--- config.mk ---
export PLATFORM = sky130hd
export DESIGN_NAME = alu_status_flags
export DESIGN_NICKNAME = d
export VERILOG_FILES = /design/src/core/alu_pkg.sv /design/src/core/alu_compute.sv /design/src/core/alu_status_flags.sv
export VERILOG_INCLUDE_DIRS = /design/src /design/src/core
export SDC_FILE = /design/constraint.sdc
export NUM_CORES = 1
export LEC_CHECK = 0
export ABC_CLOCK_PERIOD_IN_PS = 5930
export CORE_UTILIZATION = 50
export CTS_CLUSTER_SIZE = 12
export DETAILED_ROUTE_END_ITERATION = 8
export DONT_BUFFER_PORTS = 1
export PLACE_DENSITY = 0.69
export SYNTH_ARGS = -nofsm -noshare
export SYNTH_HDL_FRONTEND = slang
export SYNTH_SLANG_ARGS = --single-unit
--- constraint.sdc ---
create_clock -name clk_i -period 5.93 [get_ports clk_i]
set_input_delay 1.186 -clock clk_i [delete_from_list [all_inputs] [get_ports clk_i]]
set_output_delay 1.186 -clock clk_i [all_outputs]
set_load 0.05 [all_outputs]
--- src/core/alu_params.svh ---
/*
 * Constants for the arithmetic datapath and condition-flag register:
 * the register offset, bit positions, reset values and the one-cycle timing.
 * Assumes inclusion by bare name from core design files.
 */
`ifndef ALU_PARAMS_SVH
`define ALU_PARAMS_SVH

`define COND_FLAGS_ADDR      5'h03
`define BIT_CARRY            0
`define BIT_NIBBLE_CARRY     1
`define BIT_ZERO             2
`define BIT_POWERDOWN        3
`define BIT_TIMEOUT          4
`define BIT_PAGE_LOW         5
`define BIT_PAGE_HIGH        6
`define BIT_SPARE_PAGE       7
`define PAGE_BITS_RESET      3'h0
`define SLEEP_FLAGS_RESET    2'h3
`define ARITH_FLAGS_RESET    3'h0
`define PAGE_WORDS           12'h200
`define OP_CYCLES            1

`endif

--- src/core/alu_pkg.sv ---
/*
 * Types shared by the datapath: operation codes and the byte type.
 * Assumes the decoder drives these codes one instruction per clock.
 */
package alu_pkg;

	typedef enum logic [3:0] {
		OP_ADD   = 4'h0,
		OP_SUB   = 4'h1,
		OP_AND   = 4'h2,
		OP_OR    = 4'h3,
		OP_XOR   = 4'h4,
		OP_COMF  = 4'h5,
		OP_INC   = 4'h6,
		OP_DEC   = 4'h7,
		OP_RLF   = 4'h8,
		OP_RRF   = 4'h9,
		OP_SWAP  = 4'ha,
		OP_MOVF  = 4'hb,
		OP_CLR   = 4'hc,
		OP_MOVW  = 4'hd,
		OP_BCLR  = 4'he,
		OP_BSET  = 4'hf
	} alu_op_e;

	typedef logic [7:0] byte_t;

endpackage

--- src/core/alu_compute.sv ---
/*
 * Combinational arithmetic/logic core: result plus carry, nibble carry
 * and zero, and which flags the operation touches.
 * Assumes operands are stable within the cycle.
 */
`timescale 1ns/10ps
`default_nettype none

module alu_compute
	import alu_pkg::*;
(
	input  wire alu_pkg::alu_op_e op_i,
	input  wire alu_pkg::byte_t   acc_i,
	input  wire alu_pkg::byte_t   opnd_i,
	input  wire logic [2:0]       bit_sel_i,
	input  wire logic             carry_i,
	output alu_pkg::byte_t        result_o,
	output logic                  carry_o,
	output logic                  nibble_o,
	output logic                  zero_o,
	output logic                  upd_c_o,
	output logic                  upd_dc_o,
	output logic                  upd_z_o
);
	logic [8:0] sum;
	logic [4:0] nib;

	// Two's complement: subtract is opnd + ~acc + 1, so carry is inverted borrow
	always_comb
	begin
		sum      = 9'h000;
		nib      = 5'h00;
		result_o = opnd_i;
		carry_o  = carry_i;
		upd_c_o  = 1'b0;
		upd_dc_o = 1'b0;
		upd_z_o  = 1'b0;
		unique case (op_i)
			OP_ADD:
			begin
				sum      = {1'b0, opnd_i} + {1'b0, acc_i};
				nib      = {1'b0, opnd_i[3:0]} + {1'b0, acc_i[3:0]};
				result_o = sum[7:0];
				carry_o  = sum[8];
				upd_c_o  = 1'b1;
				upd_dc_o = 1'b1;
				upd_z_o  = 1'b1;
			end
			OP_SUB:
			begin
				sum      = {1'b0, opnd_i} + {1'b0, ~acc_i} + 9'h001;
				nib      = {1'b0, opnd_i[3:0]} + {1'b0, ~acc_i[3:0]} + 5'h01;
				result_o = sum[7:0];
				carry_o  = sum[8];
				upd_c_o  = 1'b1;
				upd_dc_o = 1'b1;
				upd_z_o  = 1'b1;
			end
			OP_AND:  begin result_o = acc_i & opnd_i; upd_z_o = 1'b1; end
			OP_OR:   begin result_o = acc_i | opnd_i; upd_z_o = 1'b1; end
			OP_XOR:  begin result_o = acc_i ^ opnd_i; upd_z_o = 1'b1; end
			OP_COMF: begin result_o = ~opnd_i; upd_z_o = 1'b1; end
			OP_INC:  begin result_o = opnd_i + 8'h01; upd_z_o = 1'b1; end
			OP_DEC:  begin result_o = opnd_i - 8'h01; upd_z_o = 1'b1; end
			OP_RLF:
			begin
				result_o = {opnd_i[6:0], carry_i};
				carry_o  = opnd_i[7];
				upd_c_o  = 1'b1;
			end
			OP_RRF:
			begin
				result_o = {carry_i, opnd_i[7:1]};
				carry_o  = opnd_i[0];
				upd_c_o  = 1'b1;
			end
			OP_SWAP: result_o = {opnd_i[3:0], opnd_i[7:4]};
			OP_MOVF: begin result_o = opnd_i; upd_z_o = 1'b1; end
			OP_CLR:  begin result_o = 8'h00; upd_z_o = 1'b1; end
			OP_MOVW: result_o = acc_i;
			OP_BCLR: result_o = opnd_i & ~(8'h01 << bit_sel_i);
			OP_BSET: result_o = opnd_i | (8'h01 << bit_sel_i);
		endcase
		nibble_o = nib[4];
		zero_o   = (result_o == 8'h00);
	end

endmodule

`default_nettype wire

--- src/core/alu_status_flags.sv ---
/*
 * Accumulator, condition-flag register and datapath for one instruction
 * per clock. Holds the 8-bit accumulator and the flag register at 03h.
 * Assumes the decoder supplies op, operand, file address and destination
 * each cycle, and the file memory accepts the write strobe for non-flag
 * addresses.
 */
`timescale 1ns/10ps
`default_nettype none
`include "alu_params.svh"

module alu_status_flags
(
	input  wire logic             clk_i,
	input  wire logic             srst_i,
	input  wire logic             exec_i,
	input  wire alu_pkg::alu_op_e op_i,
	input  wire logic             use_const_i,
	input  wire alu_pkg::byte_t   const_i,
	input  wire logic [4:0]       file_addr_i,
	input  wire alu_pkg::byte_t   file_rdata_i,
	input  wire logic             dest_file_i,
	input  wire logic [2:0]       bit_sel_i,
	input  wire logic             wdt_timeout_i,
	input  wire logic             sleep_i,
	input  wire logic             clrwdt_i,
	output alu_pkg::byte_t        acc_o,
	output alu_pkg::byte_t        flags_o,
	output alu_pkg::byte_t        file_wdata_o,
	output logic                  file_we_o,
	output logic [4:0]            file_waddr_o,
	output logic [10:0]           page_base_o
);
	import alu_pkg::*;

	byte_t      acc_reg;
	byte_t      flags_reg;
	byte_t      wdata_reg;
	logic       we_reg;
	logic [4:0] waddr_reg;
	logic [10:0] page_reg;
	byte_t      opnd;
	byte_t      src;
	byte_t      result;
	logic       c_new;
	logic       dc_new;
	logic       z_new;
	logic       upd_c;
	logic       upd_dc;
	logic       upd_z;
	logic       is_flag_dst;
	logic       dst_file;
	byte_t      flags_next;

	// Operand: the flag register is served locally, the accumulator never is
	assign src  = (file_addr_i == `COND_FLAGS_ADDR) ? flags_reg : file_rdata_i;
	assign opnd = use_const_i ? const_i : src;
	// Move to file and bit ops always target the file
	assign dst_file    = dest_file_i || (op_i == OP_MOVW) || (op_i == OP_BCLR)
	                     || (op_i == OP_BSET);
	assign is_flag_dst = exec_i && dst_file && !use_const_i
	                     && (file_addr_i == `COND_FLAGS_ADDR);

	alu_compute u_compute
	(
		.op_i      (op_i),
		.acc_i     (acc_reg),
		.opnd_i    (opnd),
		.bit_sel_i (bit_sel_i),
		.carry_i   (flags_reg[`BIT_CARRY]),
		.result_o  (result),
		.carry_o   (c_new),
		.nibble_o  (dc_new),
		.zero_o    (z_new),
		.upd_c_o   (upd_c),
		.upd_dc_o  (upd_dc),
		.upd_z_o   (upd_z)
	);

	// Next flag value: data write first, then logic-driven flags override
	always_comb
	begin
		flags_next = flags_reg;
		if (is_flag_dst)
		begin
			flags_next[`BIT_SPARE_PAGE:`BIT_PAGE_LOW] = result[7:5];
			// Any flag-affecting op blocks the data write to all three flag bits
			if (!(upd_z || upd_dc || upd_c))
				flags_next[`BIT_ZERO:`BIT_CARRY] = result[`BIT_ZERO:`BIT_CARRY];
		end
		if (exec_i)
		begin
			if (upd_z)
				flags_next[`BIT_ZERO] = z_new;
			if (upd_dc)
				flags_next[`BIT_NIBBLE_CARRY] = dc_new;
			if (upd_c)
				flags_next[`BIT_CARRY] = c_new;
		end
		// Timeout/powerdown only follow their events, never the data path
		if (clrwdt_i)
			flags_next[`BIT_TIMEOUT:`BIT_POWERDOWN] = 2'h3;
		else if (sleep_i)
			flags_next[`BIT_TIMEOUT:`BIT_POWERDOWN] = 2'h2;
		if (wdt_timeout_i)
			flags_next[`BIT_TIMEOUT] = 1'b0;
	end

	// Flag register; arithmetic flags undefined at reset, zeroed here for X-safety
	always_ff @(posedge clk_i)
	begin
		if (srst_i)
			flags_reg <= {`PAGE_BITS_RESET, `SLEEP_FLAGS_RESET, `ARITH_FLAGS_RESET};
		else
			flags_reg <= flags_next;
	end

	// Accumulator update when destination bit is 0 and the op is not move to file or a bit op
	always_ff @(posedge clk_i)
	begin
		if (srst_i)
			acc_reg <= 8'h00;
		else if (exec_i && !dst_file)
			acc_reg <= result;
	end

	// File write port; flag register writes stay local
	always_ff @(posedge clk_i)
	begin
		if (srst_i)
		begin
			we_reg    <= 1'b0;
			wdata_reg <= 8'h00;
			waddr_reg <= 5'h00;
		end
		else
		begin
			we_reg    <= exec_i && dst_file && !use_const_i && !is_flag_dst;
			wdata_reg <= result;
			waddr_reg <= file_addr_i;
		end
	end

	// Page base from the two select bits, 512 words each
	always_ff @(posedge clk_i)
	begin
		if (srst_i)
			page_reg <= 11'h000;
		else
			page_reg <= {flags_next[`BIT_PAGE_HIGH:`BIT_PAGE_LOW], 9'h000};
	end

	assign acc_o        = acc_reg;
	assign flags_o      = flags_reg;
	assign file_wdata_o = wdata_reg;
	assign file_we_o    = we_reg;
	assign file_waddr_o = waddr_reg;
	assign page_base_o  = page_reg;
endmodule

`default_nettype wire

# == Word level (Yosys, flattened, before mapping) ==
# Cells that the tools add are included.
# word_totals
regBits,41
in_bits,36
# classes
n_addsub,8
n_eq_ne,17
n_shift,1
mux,18
bitwise,9
reduce_logical,20
# op_table
op,count
case mux 8 bit (16 select lines),1
equality test 4 bit (second input constant),8
NOT 8 bit,3
adder 8 x 8 -> 9 bit,2
bitwise AND 8 bit,2
equality test 4 x 3 -> 1 bit (second input constant),4
2-to-1 mux 8 bit,2
OR 8 bit,2
adder 4 x 4 -> 5 bit,2
case mux 5 bit (2 select lines),1
OR reduction 10 bit,1
adder 9 x 1 -> 9 bit (second input constant),1
2-to-1 mux 3 bit,3
adder 8 x 1 -> 8 bit (second input constant),1
equality test 4 x 2 -> 1 bit (second input constant),2
zero test 8 bit,1
<< shifter 1 x 3 -> 8 bit (first input constant),1
subtractor 8 x 1 -> 8 bit (second input constant),1
XOR 8 bit,1
2-to-1 mux 1 bit,7
2-to-1 mux 2 bit,3
!= test 6 x 2 -> 1 bit (second input constant),1
adder 5 x 1 -> 5 bit (second input constant),1
equality test 5 x 2 -> 1 bit (second input constant),1
10 further kinds,21

# == Longest topological paths before layout ==
# depth
depth_word,10
mapped_depth,15
ltp_nobuf,15

# == Modules after synthesis ==
# From an unflattened synthesis, not the netlist that was laid out.
# unflattened
hier_cells,465
hier_area_um2,3499.6
# modules_own_cells
module,n_inst,cells_each,area_each_um2,seq_area_each_um2
alu_compute,1,323,2182.1,0.0
alu_status_flags,1,142,1317.5,600.6

# == Worst setup path before layout ==
# Ideal clock, no wire load.
# synth_path
path_kind,input port to flip-flop
start,input file_addr_i[3]
end,register flags_reg[2] (netlist: flags_o[2])
setup_ns,0.059
arrival_ns,4.447
required_ns,5.871
setup_slack_ns,1.424
cell_stages,15
cell_sequence,nor4b_4 a21boi_1 o21ai_1 ha_1 inv_1 fa_1 a211o_1 o211a_1 mux2_2 nor4_1 o311ai_1 a2bb2oi_1 nor2b_1 and4_1 a31o_1
# synth_via
elab_chain_cells,10
word_cells_on_any_way,21
# synth_rtl
element,line_no,source
from (decl),alu_status_flags.sv:20,"input wire logic [4:0] file_addr_i,"
equality test 5 x 2 -> 1 bit (no line) (*),n/a,
2-to-1 mux 8 bit,alu_status_flags.sv:56,assign src = (file_addr_i == `COND_FLAGS_ADDR) ? flags_reg : file_rdata_i;
2-to-1 mux 8 bit,alu_status_flags.sv:57,assign opnd = use_const_i ? const_i : src;
adder 8 x 8 -> 9 bit,alu_compute.sv:51,"sum = {1'b0, opnd_i} + {1'b0, ~acc_i} + 9'h001;"
adder 9 x 1 -> 9 bit,alu_compute.sv:51,
case mux 8 bit (16 select lines),alu_compute.sv:38,unique case (op_i)
2-to-1 mux 3 bit,alu_status_flags.sv:88,if (!(upd_z || upd_dc || upd_c))
2-to-1 mux 3 bit,alu_status_flags.sv:84,if (is_flag_dst)
2-to-1 mux 1 bit,alu_status_flags.sv:93,if (upd_z)
2-to-1 mux 3 bit (*),alu_status_flags.sv:91,if (exec_i)
to (signal assigned),alu_status_flags.sv:113,"flags_reg <= {`PAGE_BITS_RESET, `SLEEP_FLAGS_RESET, `ARITH_FLAGS_RESET};"
to (signal assigned),alu_status_flags.sv:115,flags_reg <= flags_next;
to (decl),alu_status_flags.sv:37,byte_t flags_reg;
# Mark *: on every way between the ends. The rest lies on a longest branch, timed or not.
# A chain may end at the register's enable or synchronous reset.

# == Worst setup path after layout ==
# Ends and elaborated chain as after synthesis.

==> results_dict.tcl <==
set metrics [dict create \
    portBuffers 0 \
    synth_mux_area_share_pct 4.260 \
    cts_buffers 5 \
    syn_area_um2 3642 \
    yosys.cell_types.count 89 \
    viasPerCell 6.669 \
    rsz0062_at_grt "no" \
    io_pins 77 \
    synth_cells 485 \
    maxCapViolations 0 \
    design.core.area_um2 6907 \
    period_share_pct 82.59 \
    p_clk_share_pct 23.4 \
    tritoncts "yes" \
    drive_gt1_share_pct 7.877 \
    grt_pass1_wl_um 17660 \
    max_stage_delay_ps 570 \
    fin_area_um2 3662 \
    synth_edf_count 0 \
    crit_chain "nor4b_4, a21boi_1, o31ai_2, inv_1, ha_1, or3b_2, a31oi_1, a311o_1, nor4_1, o311ai_1, a2bb2oi_1, nor2b_1, and4_1, a31o_1" \
    synth-async-reset-ratio_pct 0 \
    clkTransAtPathRegs_ps 60 \
    synth-seq-cells 30 \
    fin_total_pwr_mw 0.7119 \
    path_class "input pin to flop" \
    status "completed" \
    power.density_nw_per_um2 194.4 \
    grtUsageTotal_pct 30.05 \
    setup_viol 0 \
    synth_fa_ha_area_share_pct 9.894 \
    nets 519 \
    synthSimpleGateAreaFrac_pct 26.14 \
    worst_slew_pin_slew_ps 1017 \
    worst_setup_path_start_kind "input pin" \
    pre_cts_ws_ps 855.8 \
    overflow 0 \
    cts-root-buf "clkbuf_8" \
    seq_area_um2 600.6 \
    rows 30 \
    synth_area_per_cell_um2 7.510 \
    area_delta_synth_final_pct 0.5496 \
    maxSlewHeadroom_pct 32.08 \
    max_freq_mhz 204.2 \
    nFillCells 691 \
    crit_arrival_ps 5070 \
    cp_slowest_cell "o31ai_2" \
    critPathTopFamily "compound AO/OA/AOI/OAI gates" \
    end_kind "flop" \
    vias 3688 \
    combPwrFrac_pct 37.8 \
    die_h_um 87.35 \
    drc 0 \
    multiInputGateArea_um2 2760 \
    hold_ws_ps 726.1 \
    antenna_found_initial 0 \
    cts_hold_buffers 0 \
    place.gp.congestion 0.9507 \
    post-route-min-period_ps 4898 \
    die_w_um 87.35 \
    fin_ws_ps 1032 \
    first_pass_iters 5 \
    hold_viol_final 0 \
    first_iter_violations 366 \
    final_util_pct 53.03 \
    cp.required_ps 6110 \
    yosys.area_share.xor_xnor_pct 3.126 \
    insertion_delay_ps 280 \
    synth_compound_area_share_pct 31.43 \
    final_cells 553 \
    ys.flop_type "dfxtp_1" \
    ys_warn_count 0 \
    leakagePower_nw 1.345 \
    cts_resized 0 \
    path_max_fanout 12 \
    p_int_mw 0.4105 \
    critPathBufInv 1 \
    peakVddDrop_mv 0.2890 \
    ant_nets 0 \
    n_antenna_cell 0 \
    seq_area_frac_synth_pct 16.49 \
    p_switching_mw 0.3015 \
    clk_path_buf_depth 2 \
    hold_class "flop to flop" \
    routed_wl_um 11590 \
    die_area_um2 7630 \
    slew_violations 0 \
    setup_tns_ps 0 \
    synth_top_family_by_area "compound AO/OA/AOI/OAI gates" \
    clock_skew_ps 4.813 \
    dp_hpwl_um 8685 \
    post_drt_wl_per_cell_um 20.95 \
    dp.cells 545 \
    grt_pass1_vias 3326 \
    p_sw_share_pct 42.35 \
    cts_setup_buffers 0 \
    place_area_um2 3571 \
    initial_core_util_pct 52.74 \
    grt_max_degree 44 \
    h-tree-depth 2 \
    clkSinkCount 30 \
    pwr-share-seq_pct 38.8 \
]
==> sequential cells by signal, indices dropped and copies added (netlist names) <==
register      cells
file_waddr_o      5
acc_o             8
file_wdata_o      8
file_we_o         1
flags_o           8
==> cell usage after synthesis, types with 3 or more instances <==
cell	n	share of area, %
o211ai_1	4	0.82
o21bai_1	3	0.62
nand2b_1	13	2.2
nor4_1	4	0.69
o21a_1	5	1.0
a31oi_1	12	2.1
a211oi_2	3	1.0
clkbuf_1	19	2.0
nor2_1	49	5.0
a2bb2oi_1	4	0.96
inv_1	21	2.2
fa_1	3	1.6
dfxtp_1	30	16
nand2_1	31	3.2
nand3_1	8	1.1
a211oi_1	14	2.9
a22oi_1	7	1.4
buf_2	9	1.2
nor3b_1	6	1.2
nor2b_1	21	3.6
mux2i_1	11	3.0
ha_1	24	8.2
mux2_2	3	0.93
buf_4	12	2.5
nor3_1	14	1.9
and2_1	3	0.52
a221oi_1	4	0.96
o31ai_1	3	0.62
xnor2_1	8	1.9
nand4_1	3	0.52
o21ai_0	18	2.5
o22ai_1	4	0.69
a21oi_1	24	3.3
or4b_1	3	0.82
buf_1	4	0.41
and3_1	4	0.69
o21ai_2	4	0.96
xor2_1	5	1.2
a22o_1	3	0.72
==> metal layers <==
metal	global-route usage, %	vias up	share of wire, %
met5	0	-	0
met4	12.07	0	3.0
met3	4.550	28	8.4
met2	45.81	227	45
met1	42.14	1729	44
li1	-	1704	-
==> worst register-to-register path, stage by stage, from the launching register on <==
cell       delay [ps]
dfxtp_1           990
or4b_1            510
mux2i_1           200
or2_1             410
ha_1              290
or3b_2            460
a31oi_1           170
a311o_1           150
nor4_1             50
o311ai_1          110
a2bb2oi_1         430
nor2b_1            80
and4_1            200
a31o_1            200
==> worst paths after layout <==
check,to,slack (ps),start,depth (start not counted)
max reg2reg,flags_o[2]$_SDFF_PP0_,1570,flags_o[6]$_SDFFE_PP0P_,13
min,flags_o[3]$_SDFFE_PP1P_,730,flags_o[3]$_SDFFE_PP1P_,2
max,flags_o[2]$_SDFF_PP0_,1030,file_addr_i[3],14
min reg2reg,flags_o[3]$_SDFFE_PP1P_,730,flags_o[3]$_SDFFE_PP1P_,2
==> placed cells by master (no fill, tap or decap), types with 3 or more instances in the layout <==
cell type  instances
and3_1             4
nor2_1            49
a22o_1             3
xnor2_1            8
fa_1               3
nor3_1            14
mux2_2             3
o21a_1             5
or4b_1             3
a21oi_1           24
nand2b_1          13
nand3_1            8
o22ai_1            4
clkbuf_8           6
and2_1             3
inv_1             21
xor2_1             5
conb_1             9
a31oi_1           12
a211oi_1          14
a2bb2oi_1          4
nor4_1             4
o21bai_1           3
nand2_1           31
nand4_1            3
a22oi_1            7
dfxtp_1           30
nor2b_1           21
o211ai_1           4
nor3b_1            6
ha_1              24
o21ai_0           18
mux2i_1           11
a221oi_1           4
o31ai_1            3
o21ai_2            4
a211oi_2           3
==> power groups by stage <==
stage	Clock [mW]	Combinational [mW]	Sequential [mW]
global placement	0	0.257	0.280
floorplan	0	0.227	0.273
finish	0.167	0.269	0.276
global route	0.175	0.289	0.278
detailed placement	0	0.261	0.280
CTS	0.168	0.263	0.276
==> layout make-up <==
class | instances | share of cell area, %
clock buffer | 7 | 2.357
multi-input combinational | 395 | 75.37
clock inverter | 1 | 0.1367
inverter | 24 | 2.460
tap | 96 | 3.280
sequential | 30 | 16.40
==> kinds of logic (layout without fill, tap and decap cells) <==
group / after synthesis / count (layout)
buf+inv: 68 / 32
other cells: 1 / 9
xor+xnor: 13 / 13
flops: 30 / 30
compound gates: 154 / 154
mux: 15 / 15
simple gates: 177 / 177
fa+ha+maj: 27 / 27
No activity file was read; power rests on OpenSTA's default activity.
